==> src/include/sscs_defs.vh <==
// Purpose: constants for the six-step commutation sequencer
// Assumes: 40 MHz mclk_i
// Notes: boot time in its own unit with its cycle count derived; lock and ramp counts given in cycles, slow divider in PWM periods
`ifndef SSCS_DEFS_VH
`define SSCS_DEFS_VH
`define SSCS_CLK_MHZ 40
`define SSCS_BOOT_US_PER_UF 1200
`define SSCS_BOOT_CYC_PER_UF (`SSCS_BOOT_US_PER_UF * `SSCS_CLK_MHZ)
`define SSCS_FAST_SCALE_NUM 8'hE9
`define SSCS_FAST_SCALE_SHIFT 8
`define SSCS_PWM_W 8
`define SSCS_STEP_MIN 1
`define SSCS_STEP_MAX 6
`define SSCS_LOCK_CYC 32'h003D0900
`define SSCS_RAMP_START 32'h00061A80
`define SSCS_RAMP_DEC 32'h000007D0
`define SSCS_RAMP_END 32'h00009C40
`define SSCS_SLOW_DIV 32'h00000010
`endif

==> src/logic/sscs_sequencer.v <==
// Purpose: host-side six-step sensorless start-up and run sequencer
// Assumes: gate driver inputs active high; all inputs synchronous to mclk_i
// Notes: PLL and speed loop are simplified; zero-cross input advances run steps
// Notes: start_i low acts as the disable input; it forces the disabled mode
//   and every later start walks the whole sequence again from bootstrap
// Notes: bootstrap length is fixed at build time by BOOT_UF; size it for the
//   largest bootstrap capacitor, since too short leaves the high side weak
// Notes: slow decay needs a stable measured speed for one full PWM period
//
// How it works
// - two windings driven, six steps, one floats
// - disabled, bootstrap, lock, ramp, run in order
// - ascending or descending steps select direction
// - bootstrap turns all low gates on
// - bootstrap time scales per microfarad, programmable
// - lock drives A and C high, B low
// - lock holds for configured settle interval
// - ramp steps open-loop, step period falls linearly
// - run uses back-EMF tracking and speed loop
// - fixed gate pair for each of six states
// - sample floating phase B, A or C per state
// - fast-decay and slow-decay PWM both supported
// - fast decay while accelerating, slow when steady in run
// - fast loop: hysteretic, off-time or average current
// - fast-decay command about nine percent lower
// - slow decay chops high side, low stays on
// - slow loop bandwidth below fast loop
`timescale 1ns/100ps
`default_nettype none
`include "sscs_defs.vh"
module sscs_sequencer #(
  parameter BOOT_UF = 1,
  parameter LOCK_CYC = `SSCS_LOCK_CYC,
  parameter RAMP_START = `SSCS_RAMP_START,
  parameter RAMP_DEC = `SSCS_RAMP_DEC,
  parameter RAMP_END = `SSCS_RAMP_END,
  parameter SLOW_DIV = `SSCS_SLOW_DIV
)(
  input wire mclk_i,
  input wire rstn_i,
  input wire start_i,
  input wire dir_rev_i,
  input wire [7:0] speed_cmd_i,
  input wire [7:0] speed_meas_i,
  input wire [1:0] fast_method_i,
  input wire overcurrent_i,
  input wire zero_cross_i,
  output reg high_gate_phase_a_o,
  output reg high_gate_phase_b_o,
  output reg high_gate_phase_c_o,
  output reg low_gate_phase_a_o,
  output reg low_gate_phase_b_o,
  output reg low_gate_phase_c_o,
  output reg driver_enable_o,
  output reg [1:0] bemf_phase_o,
  output reg bemf_enable_o,
  output reg slow_decay_o,
  output reg [4:0] mode_o
);
  localparam [4:0] ST_DIS = 5'h01;
  localparam [4:0] ST_BOOT = 5'h02;
  localparam [4:0] ST_LOCK = 5'h04;
  localparam [4:0] ST_RAMP = 5'h08;
  localparam [4:0] ST_RUN = 5'h10;
  localparam [31:0] BOOT_CYC = `SSCS_BOOT_CYC_PER_UF * BOOT_UF;
  localparam [31:0] LOCK_LEN = LOCK_CYC;
  localparam [31:0] RAMP_ST = RAMP_START;
  localparam [31:0] RAMP_D = RAMP_DEC;
  localparam [31:0] RAMP_E = RAMP_END;
  // Slow divider count kept to the width of its counter on purpose
  localparam [31:0] SLOW_W = SLOW_DIV;
  localparam [7:0] SLOW_D = SLOW_W[7:0];

  // Mode, shared timer, ramp step period and commutation step
  reg [4:0] state_r;
  reg [31:0] tmr_r;
  reg [31:0] period_r;
  reg [2:0] step_r;
  // PWM carrier, slow-loop divider and duty, last measured speed
  reg [7:0] pwm_cnt_r;
  reg [7:0] slow_div_r;
  reg [7:0] slow_duty_r;
  reg [7:0] prev_meas_r;
  reg chop_on_r;
  // Fast-loop command and acceleration flag
  wire [15:0] fast_prod;
  wire [7:0] fast_cmd;
  wire accel;
  reg [2:0] step_nxt;
  reg hi_on;
  reg [5:0] gates;
  reg [5:0] safe_gates;

  // Command for fast loop scaled by 233/256, about nine percent lower
  assign fast_prod = speed_cmd_i * `SSCS_FAST_SCALE_NUM;
  assign fast_cmd = fast_prod[15:8];
  // Acceleration when speed changed or still short of command
  assign accel = (speed_meas_i != prev_meas_r) || (speed_meas_i < fast_cmd);

  // Next step in chosen direction with wrap
  always @*
  begin
    if (dir_rev_i)
      step_nxt = (step_r == 3'h1) ? 3'h6 : step_r - 3'h1;
    else
      step_nxt = (step_r == 3'h6) ? 3'h1 : step_r + 3'h1;
  end

  // Mode sequencer
  always @(posedge mclk_i)
  begin
    if (!rstn_i || !start_i)
    begin
      state_r <= ST_DIS;
      tmr_r <= 32'h0;
      period_r <= 32'h0;
      step_r <= 3'h1;
    end
    else
    begin
      case (state_r)
        // Leave disabled on the first enabled edge
        ST_DIS:
        begin
          state_r <= ST_BOOT;
          tmr_r <= 32'h0;
        end
        // Charge the bootstraps for the programmed number of cycles
        ST_BOOT:
        begin
          tmr_r <= tmr_r + 32'h1;
          if (tmr_r >= BOOT_CYC - 32'h1)
          begin
            state_r <= ST_LOCK;
            tmr_r <= 32'h0;
          end
        end
        // Hold the alignment pattern, then load the first ramp period
        ST_LOCK:
        begin
          tmr_r <= tmr_r + 32'h1;
          if (tmr_r >= LOCK_LEN - 32'h1)
          begin
            state_r <= ST_RAMP;
            tmr_r <= 32'h0;
            // Ramp restarts at step one, the step the rotor was parked ahead of
            period_r <= RAMP_ST;
            step_r <= 3'h1;
          end
        end
        // Each period one decrement shorter: the step period falls linearly
        ST_RAMP:
        begin
          tmr_r <= tmr_r + 32'h1;
          if (tmr_r >= period_r - 32'h1)
          begin
            tmr_r <= 32'h0;
            step_r <= step_nxt;
            if (period_r <= RAMP_E + RAMP_D)
              state_r <= ST_RUN;
            else
              period_r <= period_r - RAMP_D;
          end
        end
        ST_RUN:
        begin
          // Zero-cross from the back-EMF tracker paces commutation
          if (zero_cross_i)
            step_r <= step_nxt;
        end
        // An illegal one-hot code falls back to disabled
        default:
          state_r <= ST_DIS;
      endcase
    end
  end

  // PWM counters; slow loop updates duty only every SLOW_DIV periods
  always @(posedge mclk_i)
  begin
    if (!rstn_i)
    begin
      pwm_cnt_r <= 8'h00;
      slow_div_r <= 8'h00;
      slow_duty_r <= 8'h00;
      prev_meas_r <= 8'h00;
      chop_on_r <= 1'b0;
    end
    else
    begin
      // Free-running 8-bit carrier, 256 cycles per PWM period
      pwm_cnt_r <= pwm_cnt_r + 8'h01;
      if (pwm_cnt_r == 8'hFF)
      begin
        prev_meas_r <= speed_meas_i;
        slow_div_r <= (slow_div_r >= SLOW_D - 8'h01) ? 8'h00 : slow_div_r + 8'h01;
        // Slower duty update than fast loop keeps transients in fast loop
        if (slow_div_r == 8'h00)
        begin
          if (speed_meas_i < speed_cmd_i && slow_duty_r != 8'hFF)
            slow_duty_r <= slow_duty_r + 8'h01;
          else if (speed_meas_i > speed_cmd_i && slow_duty_r != 8'h00)
            slow_duty_r <= slow_duty_r - 8'h01;
        end
      end
      // Fast loop current regulation method, chosen by fast_method_i
      // 0: hysteretic, off on overcurrent and straight back on when it clears
      // 1: fixed off-time, off on overcurrent until the next 64-cycle boundary
      // 2,3: average, duty follows the reduced command, overcurrent still cuts
      case (fast_method_i)
        2'h0: chop_on_r <= overcurrent_i ? 1'b0 : 1'b1;
        2'h1: chop_on_r <= overcurrent_i ? 1'b0 : (pwm_cnt_r[5:0] == 6'h3F) ? 1'b1 : chop_on_r;
        default: chop_on_r <= (pwm_cnt_r < fast_cmd) && !overcurrent_i;
      endcase
    end
  end

  // Gate pattern per mode and step.
  // The high gate of the active pair carries the PWM and the low gate stays
  // on for the whole step, so in slow decay the winding current coasts through
  // the low switch and its partner's body diode instead of fighting the supply.
  // Fast decay uses the same pattern but takes its chop flag from the fast loop.
  always @*
  begin
    hi_on = slow_decay_nxt(1'b0) ? (pwm_cnt_r < slow_duty_r) : chop_on_r;
    gates = 6'h00;
    case (state_r)
      // All lows on pulls every phase node down and charges the bootstraps
      ST_BOOT: gates = 6'b000111;
      // A and C high against B low parks the rotor ahead of step one
      ST_LOCK: gates = 6'b101010;
      ST_RAMP, ST_RUN:
      begin
        // Order: high A,B,C then low A,B,C
        // Every step drives one high and one low gate and leaves a phase free
        case (step_r)
          3'h1:
          begin
            // A high, C low, B floats
            gates = {hi_on, 2'b00, 3'b001};
          end
          3'h2:
          begin
            // B high, C low, A floats
            gates = {1'b0, hi_on, 1'b0, 3'b001};
          end
          3'h3:
          begin
            // B high, A low, C floats
            gates = {1'b0, hi_on, 1'b0, 3'b100};
          end
          3'h4:
          begin
            // C high, A low, B floats
            gates = {2'b00, hi_on, 3'b100};
          end
          3'h5:
          begin
            // C high, B low, A floats
            gates = {2'b00, hi_on, 3'b010};
          end
          3'h6:
          begin
            // A high, B low, C floats
            gates = {hi_on, 2'b00, 3'b010};
          end
          default:
          begin
            // Steps zero and seven never occur; drive nothing
            gates = 6'h00;
          end
        endcase
      end
      default:
      begin
        // Disabled or corrupt state: every gate off
        gates = 6'h00;
      end
    endcase
  end

  // Leg guard: one phase never gets both commands in the same cycle.
  // The step table never asks for that; the guard only covers a corrupted
  // state or step register, where a shoot-through would cost the bridge.
  always @*
  begin
    safe_gates[5] = gates[5] & ~gates[2];
    safe_gates[4] = gates[4] & ~gates[1];
    safe_gates[3] = gates[3] & ~gates[0];
    safe_gates[2] = gates[2] & ~gates[5];
    safe_gates[1] = gates[1] & ~gates[4];
    safe_gates[0] = gates[0] & ~gates[3];
  end

  // Slow decay only when steady in run mode.
  // Any change of measured speed, or a speed still short of the reduced
  // command, counts as acceleration and keeps the fast loop in charge.
  // The argument is unused; plain Verilog needs a function to have an input.
  function slow_decay_nxt;
    input dummy;
    begin
      slow_decay_nxt = (state_r == ST_RUN) && !accel;
    end
  endfunction

  // Registered gate commands; in ramp and run one winding is left floating.
  // Registering delays the pins one cycle after the state, but keeps every
  // pin glitch-free, which matters because the driver acts on any pulse.
  always @(posedge mclk_i)
  begin
    if (!rstn_i)
    begin
      {high_gate_phase_a_o, high_gate_phase_b_o, high_gate_phase_c_o} <= 3'b000;
      {low_gate_phase_a_o, low_gate_phase_b_o, low_gate_phase_c_o} <= 3'b000;
    end
    else
    begin
      {high_gate_phase_a_o, high_gate_phase_b_o, high_gate_phase_c_o} <= safe_gates[5:3];
      {low_gate_phase_a_o, low_gate_phase_b_o, low_gate_phase_c_o} <= safe_gates[2:0];
    end
  end

  // Registered status: enable, mode, sensing and decay flags.
  // driver_enable_o drops on the same edge that start_i is seen low, one
  // cycle before the gates are cleared, so the driver blanks first.
  always @(posedge mclk_i)
  begin
    if (!rstn_i)
    begin
      driver_enable_o <= 1'b0;
      bemf_phase_o <= 2'h0;
      bemf_enable_o <= 1'b0;
      slow_decay_o <= 1'b0;
      mode_o <= ST_DIS;
    end
    else
    begin
      driver_enable_o <= start_i && (state_r != ST_DIS);
      mode_o <= state_r;
      bemf_enable_o <= (state_r == ST_RUN);
      slow_decay_o <= slow_decay_nxt(1'b0);
      // Floating phase: 0=A 1=B 2=C
      case (step_r)
        // Steps one and four leave B free
        3'h1, 3'h4: bemf_phase_o <= 2'h1;
        // Steps two and five leave A free
        3'h2, 3'h5: bemf_phase_o <= 2'h0;
        // Steps three and six leave C free
        default: bemf_phase_o <= 2'h2;
      endcase
    end
  end
endmodule // sscs_sequencer
`default_nettype wire
==> config.mk <==
export PLATFORM = sky130hd
export DESIGN_NAME = sscs_sequencer
export DESIGN_NICKNAME = d
export VERILOG_FILES = /design/src/logic/sscs_sequencer.v
export VERILOG_INCLUDE_DIRS = /design/src /design/src/include
export SDC_FILE = /design/constraint.sdc
export NUM_CORES = 1
export LEC_CHECK = 0
export BUFFER_PORTS_ARGS = -buffer_cell sky130_fd_sc_hd__buf_2
export CAP_MARGIN = 5
export CELL_PAD_IN_SITES_DETAIL_PLACEMENT = 1
export CELL_PAD_IN_SITES_GLOBAL_PLACEMENT = 2
export CORE_UTILIZATION = 35
export CTS_CLUSTER_DIAMETER = 150
export DETAILED_ROUTE_END_ITERATION = 6
export GPL_TIMING_DRIVEN = 0
export PLACE_DENSITY = 0.79
export SYNTH_ARGS = -nofsm -noshare
export SYNTH_HDL_FRONTEND = slang
export SYNTH_SLANG_ARGS = --single-unit
==> constraint.sdc <==
create_clock -name mclk_i -period 5.52 [get_ports mclk_i]
set_clock_uncertainty 0.1 [all_clocks]
set_input_delay 0.828 -clock mclk_i [delete_from_list [all_inputs] [get_ports mclk_i]]
set_output_delay 0.828 -clock mclk_i [all_outputs]
set_load 0.01 [all_outputs]
==> flow_metrics.env, run 1 <==
export IMPL_fill_cells=2928
export IMPL_power_switching_w=0.000980
export IMPL_min_period_ns=5.59
export IMPL_grt_pass1_wl_mm=43.6
export IMPL_worstPathRequired_ns=5.76
export IMPL_core_um2=24300
export IMPL_cts_tree="built"
export IMPL_syn_cell_area_um2=8680
export IMPL_relSlewSlack=0.242
export IMPL_p_comb_frac=0.333
export IMPL_die_h_um=159
export IMPL_hp_start="slow_div_r[7]"
export IMPL_clockPowerShare=0.381
export IMPL_fp_dieW_um=159
export IMPL_finalSetupViolCount=3
export IMPL_ys_warn_count=0
export IMPL_power_leakage_nw=4.52
export IMPL_fin_nets=1274
export IMPL_synth_edf_count=0
export IMPL_holdWs_ns=0.367
export IMPL_root_buffer="clkbuf_16"
export IMPL_drive_above_1_share=0.146
export IMPL_drtIter0Drc=214
export IMPL_avgSynthCellArea_um2=8.31
export IMPL_outcome="complete, but fails checks"
export IMPL_route_detailed_drc=0
export IMPL_numPortBuffers=39
export IMPL_r2r_start="period_r[7]"
export IMPL_start_kind="primary input"
export IMPL_reg2regPathDepth=16
export IMPL_cap_violations=0
export IMPL_peakVddDrop_uv=145
export IMPL_ys_types=73
export IMPL_start_util=0.357
export IMPL_grt_max_degree=17
export IMPL_whs_path_depth=2
export IMPL_area_growth_pct=19.9
export IMPL_cp_top_family="adder cells"
export IMPL_path_class="in -> reg"
export IMPL_max_freq_ghz=0.179
export IMPL_holdBufCountCts=0
export IMPL_final_cell_mix="dfxtp_1 (117), ha_1 (100), nor2_1 (95)"
export IMPL_grt_pass1_vias=8243
export IMPL_cp_max_fo=3
export IMPL_clock_sinks=117
export IMPL_final_common_cell="dfxtp_1"
export IMPL_clock_latency_ns=0.43
export IMPL_pwr_share_seq=0.287
export IMPL_antenna_found_initial=1
export IMPL_ys_seq_elements=117
export IMPL_cp_depth=24
export IMPL_gp_congestion=0.843
export IMPL_grt_overflow_total=0
export IMPL_cp_slowest_cell="fa_1"
export IMPL_yosys_area_top_type="dfxtp_1"
export IMPL_cpPeakStageDelay_ns=0.55
export IMPL_async_flop_share=0
export IMPL_violations="negative setup slack"
export IMPL_r2r_slack_ns=0.31
export IMPL_tightest_slew_ns=1.13
export IMPL_dieArea_um2=25400
export IMPL_worstHoldPathType="reg -> reg"
export IMPL_cp_startpoint="speed_cmd_i[0]"
export IMPL_viasPerCell=5.45
export IMPL_power_density_nw_per_um2=287
export IMPL_std_cell_rows=57
export IMPL_finalCritPeriodShare=1.01
export IMPL_slew_violations=0
export IMPL_power_internal_w=0.00201
export IMPL_routedWlPerCell_um=18.3
export IMPL_layout_setup_ws_ns=-0.0689
export IMPL_grt_usage=0.217
export IMPL_synth_area_leaders="dfxtp_1 (27%), ha_1 (16%), a21oi_1 (4.6%), nor2_1 (4.2%), xnor2_1 (3.7%)"
export IMPL_num_vias=7968
export IMPL_syn_num_nets=1194
export IMPL_crit_path_frequent_cell="buf_4"
export IMPL_synth_top_area_share=0.270
export IMPL_crit_chain="buf_12 > fa_1 > fa_1 > fa_1 > ha_4 > ha_4 > nand4_1 > buf_4 > buf_4 > buf_4 > buf_4 > buf_4 > buf_4 > buf_4 > buf_4 > buf_4 > o211a_4 > nor4_4 > nor3_4 > o2111ai_1 > o211ai_1 > buf_4 > mux2_4 > a221oi_2"
export IMPL_worst_path_buf_inv=11
export IMPL_io_pins=40
export IMPL_synthCells=1045
export IMPL_drtAntennaViolNets=0
export IMPL_hold_viol_final=0
export IMPL_rsz0062_at_grt="true"
export IMPL_yosys_most_used_dff="dfxtp_1"
export IMPL_numCtsBuffers=17
export IMPL_cp_arrival_ns=5.83
export IMPL_drt_wl_total_mm=26.8
export IMPL_yosysSeqAreaShare=0.270
export IMPL_firstDrtPassIters=4
export IMPL_clk_pin_slew_ns=0.07
export IMPL_end_kind="register"
export IMPL_dp_final_hpwl_mm=20.4
export IMPL_cts_max_level=4
export IMPL_fin_util=0.428
export IMPL_cts_max_path_buffers=2
export IMPL_p_sw_frac=0.328
-- per-stage QoR --
step                setup TNS (ns)  instance area [um2]  power [W]  instances  setup WS [ns]
floorplan                   -0.363                 8760    0.00137       1045         -0.184
finish                      -0.139                10400    0.00299       1463        -0.0689
CTS                        -0.0319                10300    0.00286       1457        -0.0319
global route                 -1.20                10400    0.00316       1463         -0.270
global placement             -6.81                 9360    0.00153       1408          -1.12
detailed placement           -7.72                 9360    0.00155       1408          -1.14
-- layout make-up --
class,instances,area (um2),share of cell area
multi-input combinational,844,6340,0.609
sequential,117,2340,0.225
clock buffer,19,443,0.0426
tap,324,405,0.0390
timing repair buffer,61,382,0.0367
inverter,45,173,0.0166
buffer,39,170,0.0164
clock inverter,13,149,0.0143
antenna,1,2.50,0.000240
-- cells by family after synthesis --
kind of cell / after synthesis / share of synthesized area
buffers and inverters: 84 / 0.0385
adder cells (fa/ha/maj): 126 / 0.193
XOR/XNOR: 72 / 0.0727
flip-flops: 117 / 0.270
AO/OA/AOI/OAI: 260 / 0.192
AND/OR/NAND/NOR: 374 / 0.220
multiplexers: 12 / 0.0140
-- registers in the layout, summed over array words and instances (netlist names), 2 cells and up --
| signal | flops |
|---|---|
| bemf_phase_o | 2 |
| mode_o | 5 |
| period_r | 28 |
| prev_meas_r | 8 |
| pwm_cnt_r | 8 |
| slow_div_r | 8 |
| slow_duty_r | 8 |
| state_r | 5 |
| step_r | 3 |
| tmr_r | 32 |
-- power by group through the flow --
stage / Clock [W] / Sequential, W / Combinational (W)
final: 0.00114 / 0.000856 / 0.000994
after global routing: 0.00121 / 0.000857 / 0.00110
after CTS: 0.00116 / 0.000856 / 0.000849
after detailed placement: 0 / 0.000875 / 0.000678
after global placement: 0 / 0.000875 / 0.000659
after floorplan: 0 / 0.000874 / 0.000499
-- layer usage --
layer | global-route usage | vias to the layer above | share of wire
li1 | - | 3977 | -
met1 | 0.266 | 3870 | 0.46
met4 | 0.0774 | 0 | 0.018
met3 | 0.0320 | 28 | 0.025
met5 | 0 | - | 0
met2 | 0.384 | 93 | 0.50
-- cell usage after synthesis, drive strengths merged, types with 6 or more instances --
library cell / count
xnor2: 37
or2: 7
a21oi: 79
clkbuf: 33
a211oi: 9
o31ai: 11
mux2i: 11
buf: 6
ha: 111
nor2: 97
nand2b: 11
nand2: 77
xor2: 35
or3: 28
and3: 18
o21a: 6
inv: 45
nand3: 37
fa: 14
a21o: 23
nor3: 20
nor4: 18
and2: 8
nand4: 15
o21ai: 54
a31oi: 26
dfxtp: 117
and4: 6
or4: 14
-- path summary, 6_finish.rpt --
kind	endpoint
hold reg to reg	slow_div_r[7]
hold / removal	slow_div_r[7]
setup reg to reg	state_r[4]
setup / recovery	low_gate_phase_b_o
-- repair_timing --
| action | in CTS | in global routing |
|---|---|---|
| pin swaps | 21 | 6 |
| hold endpoints to repair | 0 | 0 |
| cloned | 0 | 0 |
| endpoints found under the setup margin | 26 | 62 |
| resized for setup | 30 | 32 |
| setup buffers | 17 | 5 |
-- tightest hold or removal path, stage by stage (launching register included) --
cell	delay [ns]
dfxtp_1	0.33
a31oi_1	0.04
nor2_1	0.07
(Power assumes the default switching activity.)
==> inputs of run 2 (changes only) <==
Settings changed: ABC_AREA set to 1, CORE_UTILIZATION 35 to 33, CTS_BUF_LIST set to sky130_fd_sc_hd__clkbuf_4 sky130_fd_sc_hd__clkbuf_8 sky130_fd_sc_hd__clkbuf_16.
Clock period 5.52 ns to 4.7 ns, I/O delays scaled along.
==> flow_metrics.env, run 2 <==
export IMPL_yosys_area_top_type="dfxtp_1"
export IMPL_synth_edf_count=0
export IMPL_cap_violations=0
export IMPL_route_detailed_drc=0
export IMPL_outcome="finished, final reports clean"
export IMPL_finalCritPeriodShare=0.995
export IMPL_muxShareOfSynthArea=0
export IMPL_routedWlPerCell_um=16.6
export IMPL_core_um2=27900
export IMPL_syn_num_nets=1520
export IMPL_cts_tree="built"
export IMPL_grtUsageMet3=0.0296
export IMPL_dieArea_um2=29200
export IMPL_cp_max_fo=3
export IMPL_fin_area_um2=11100
export IMPL_gp_congestion=0.856
export IMPL_clk_pin_slew_ns=0.06
export IMPL_power_leakage_nw=5.28
export IMPL_end_kind="register"
export IMPL_antenna_found_initial=0
export IMPL_yosys_most_used_dff="dfxtp_1"
export IMPL_firstDrtPassIters=4
export IMPL_drtIter0Drc=290
export IMPL_grt_max_degree=17
export IMPL_numCtsBuffers=17
export IMPL_drive_above_1_share=0.115
export IMPL_finalSetupViolCount=0
export IMPL_std_cell_rows=61
export IMPL_synth_commonest_cells="nand2_1 (261), inv_1 (177), nor2_1 (162)"
export IMPL_async_flop_share=0
export IMPL_busiest_layer="met2"
export IMPL_area_growth_pct=18.0
export IMPL_ys_types=47
export IMPL_grtUsageMet1=0.281
export IMPL_ys_warn_count=0
export IMPL_syn_cell_area_um2=9420
export IMPL_fin_setup_tns_ns=0
export IMPL_synth_compound_area_share=0.122
export IMPL_tightest_slew_ns=0.860
export IMPL_root_buffer="clkbuf_16"
export IMPL_relSlewSlack=0.422
export IMPL_crit_chain="buf_8 > fa_1 > fa_1 > fa_2 > ha_4 > ha_4 > nand2_2 > nand2_2 > nand2_2 > nand2_2 > a21oi_4 > o21bai_1 > a21oi_1 > xor2_1 > ha_1 > a21oi_2 > nor2_1 > nor2_1 > nand2_2 > nand2_4 > nand2_8 > nand3_4 > nand2_2 > nor2_2"
export IMPL_viasPerCell=5.00
export IMPL_worstPathRequired_ns=4.97
export IMPL_cp_arrival_ns=4.94
export IMPL_dp_final_hpwl_mm=24.3
export IMPL_clock_sinks=117
export IMPL_dpl_instance_area_um2=10100
export IMPL_synth_area_leaders="dfxtp_1 (25%), ha_1 (15%), nand2_1 (10%), inv_1 (7.1%), a21oi_1 (6.9%)"
export IMPL_cpPeakStageDelay_ns=0.59
export IMPL_fp_dieW_um=171
export IMPL_power_density_nw_per_um2=296
export IMPL_fin_nets=1590
export IMPL_rsz0062_at_grt="true"
export IMPL_worstHoldPathType="reg -> reg"
export IMPL_numPortBuffers=39
export IMPL_cts_max_level=4
export IMPL_final_cell_mix="nand2_1 (252), inv_1 (173), nor2_1 (157)"
export IMPL_min_period_ns=4.67
export IMPL_synth_adder_area_share=0.177
export IMPL_slew_violations=0
export IMPL_cp_slowest_cell="fa_2"
export IMPL_synthSimpleGateAreaFrac=0.292
export IMPL_top_register="tmr_r"
export IMPL_antenna_cells=0
export IMPL_yosysSeqAreaShare=0.249
export IMPL_peakVddDrop_uv=246
export IMPL_start_util=0.337
export IMPL_synth_most_common_cell="nand2_1"
export IMPL_holdBufCountCts=0
export IMPL_grt_pass1_wl_mm=49.3
export IMPL_reg_largest_list="tmr_r x32, period_r x28"
export IMPL_io_pins=40
export IMPL_yosys_area_share_xor_xnor=0.0688
export IMPL_synth_top_family_by_area="simple AND/OR/NAND/NOR gates"
export IMPL_die_h_um=171
export IMPL_final_common_cell="nand2_1"
export IMPL_grt_pass1_vias=9356
export IMPL_grt_overflow_total=0
export IMPL_grt_usage=0.219
export IMPL_avgSynthCellArea_um2=6.87
export IMPL_largest_reg_flops=32
export IMPL_fin_util=0.398
export IMPL_grtUsageMet2=0.385
export IMPL_synthCells=1371
export IMPL_drtAntennaViolNets=0
export IMPL_path_class="in -> reg"
export IMPL_cts_max_path_buffers=2
export IMPL_crit_path_frequent_cell="nand2_2"
export IMPL_start_kind="primary input"
export IMPL_synth_top_area_share=0.249
export IMPL_clock_latency_ns=0.44
export IMPL_ys_seq_elements=117
export IMPL_hold_viol_final=0
export IMPL_num_vias=9156
export IMPL_drt_wl_total_mm=30.4
export IMPL_max_freq_ghz=0.214
## run 2: worst paths after layout
kind	startpoint	to	slack, ns	cells after the start
setup reg to reg	period_r[4]	tmr_r[5]	0.45	27
hold / removal	slow_div_r[5]	slow_div_r[5]	0.34	2
hold reg to reg	slow_div_r[5]	slow_div_r[5]	0.34	2
setup / recovery	speed_cmd_i[1]	low_gate_phase_c_o	0.03	24
## run 2: critical path, delay by kind of cell
family | cells | cell delay [ns]
AOI/OAI and AO/OA | 4 | 0.57
xor gates and xnor gates | 1 | 0.28
adders and majority gates | 6 | 2.34
buffers and inverters | 1 | 0.10
and+or+nand+nor | 12 | 0.93
## run 2: area by class of cell
cell class              count  area, um2
clock buffers              23        483
fillers                  3560      16800
flip-flops and latches    117       2340
well taps                 378        473
plain buffers              34        171
clock inverters             8        125
repair buffers             51        310
inverters                 183        689
multi-input cells        1037       6520
## run 2: per-layer routing
metal,up-vias,share of wire
met3,31,0.025
met4,0,0.012
met1,4370,0.48
li1,4658,-
met5,-,0
met2,97,0.49
## run 2: through the flow
stage | hold slack, ns | power, W | worst slack (ns) | std cells
2_1_floorplan | 0.315 | 0.00153 | 0.0282 | 1371
4_1_cts | 0.347 | 0.00322 | -0.00685 | 1825
5_1_grt | 0.366 | 0.00349 | -0.172 | 1831
6_report | 0.342 | 0.00329 | 0.0251 | 1831
3_5_place_dp | 0.336 | 0.00171 | -0.738 | 1788
3_3_place_gp | 0.327 | 0.00170 | -0.693 | 1788
## run 2: cells by family (layout without fill, tap and decap cells)
group,Yosys count,after routing
simple gates,625,625
compound gates,213,213
xor+xnor,74,74
fa+ha+maj,125,125
buf+inv,217,299
flops,117,117
## run 2: power by group
part / total, W / switching [W] / internal, W
sequential: 0.00100 / 0.00000481 / 0.000999
clock: 0.00139 / 0.000505 / 0.000880
combinational: 0.000901 / 0.000508 / 0.000393
total: 0.00329 / 0.00102 / 0.00227
## run 2: timing repair
item / in CTS / in global routing
pin swaps: 13 / 28
buffers inserted: 6 / 8
gates resized for setup: 23 / 44
setup endpoints to repair: 48 / 70
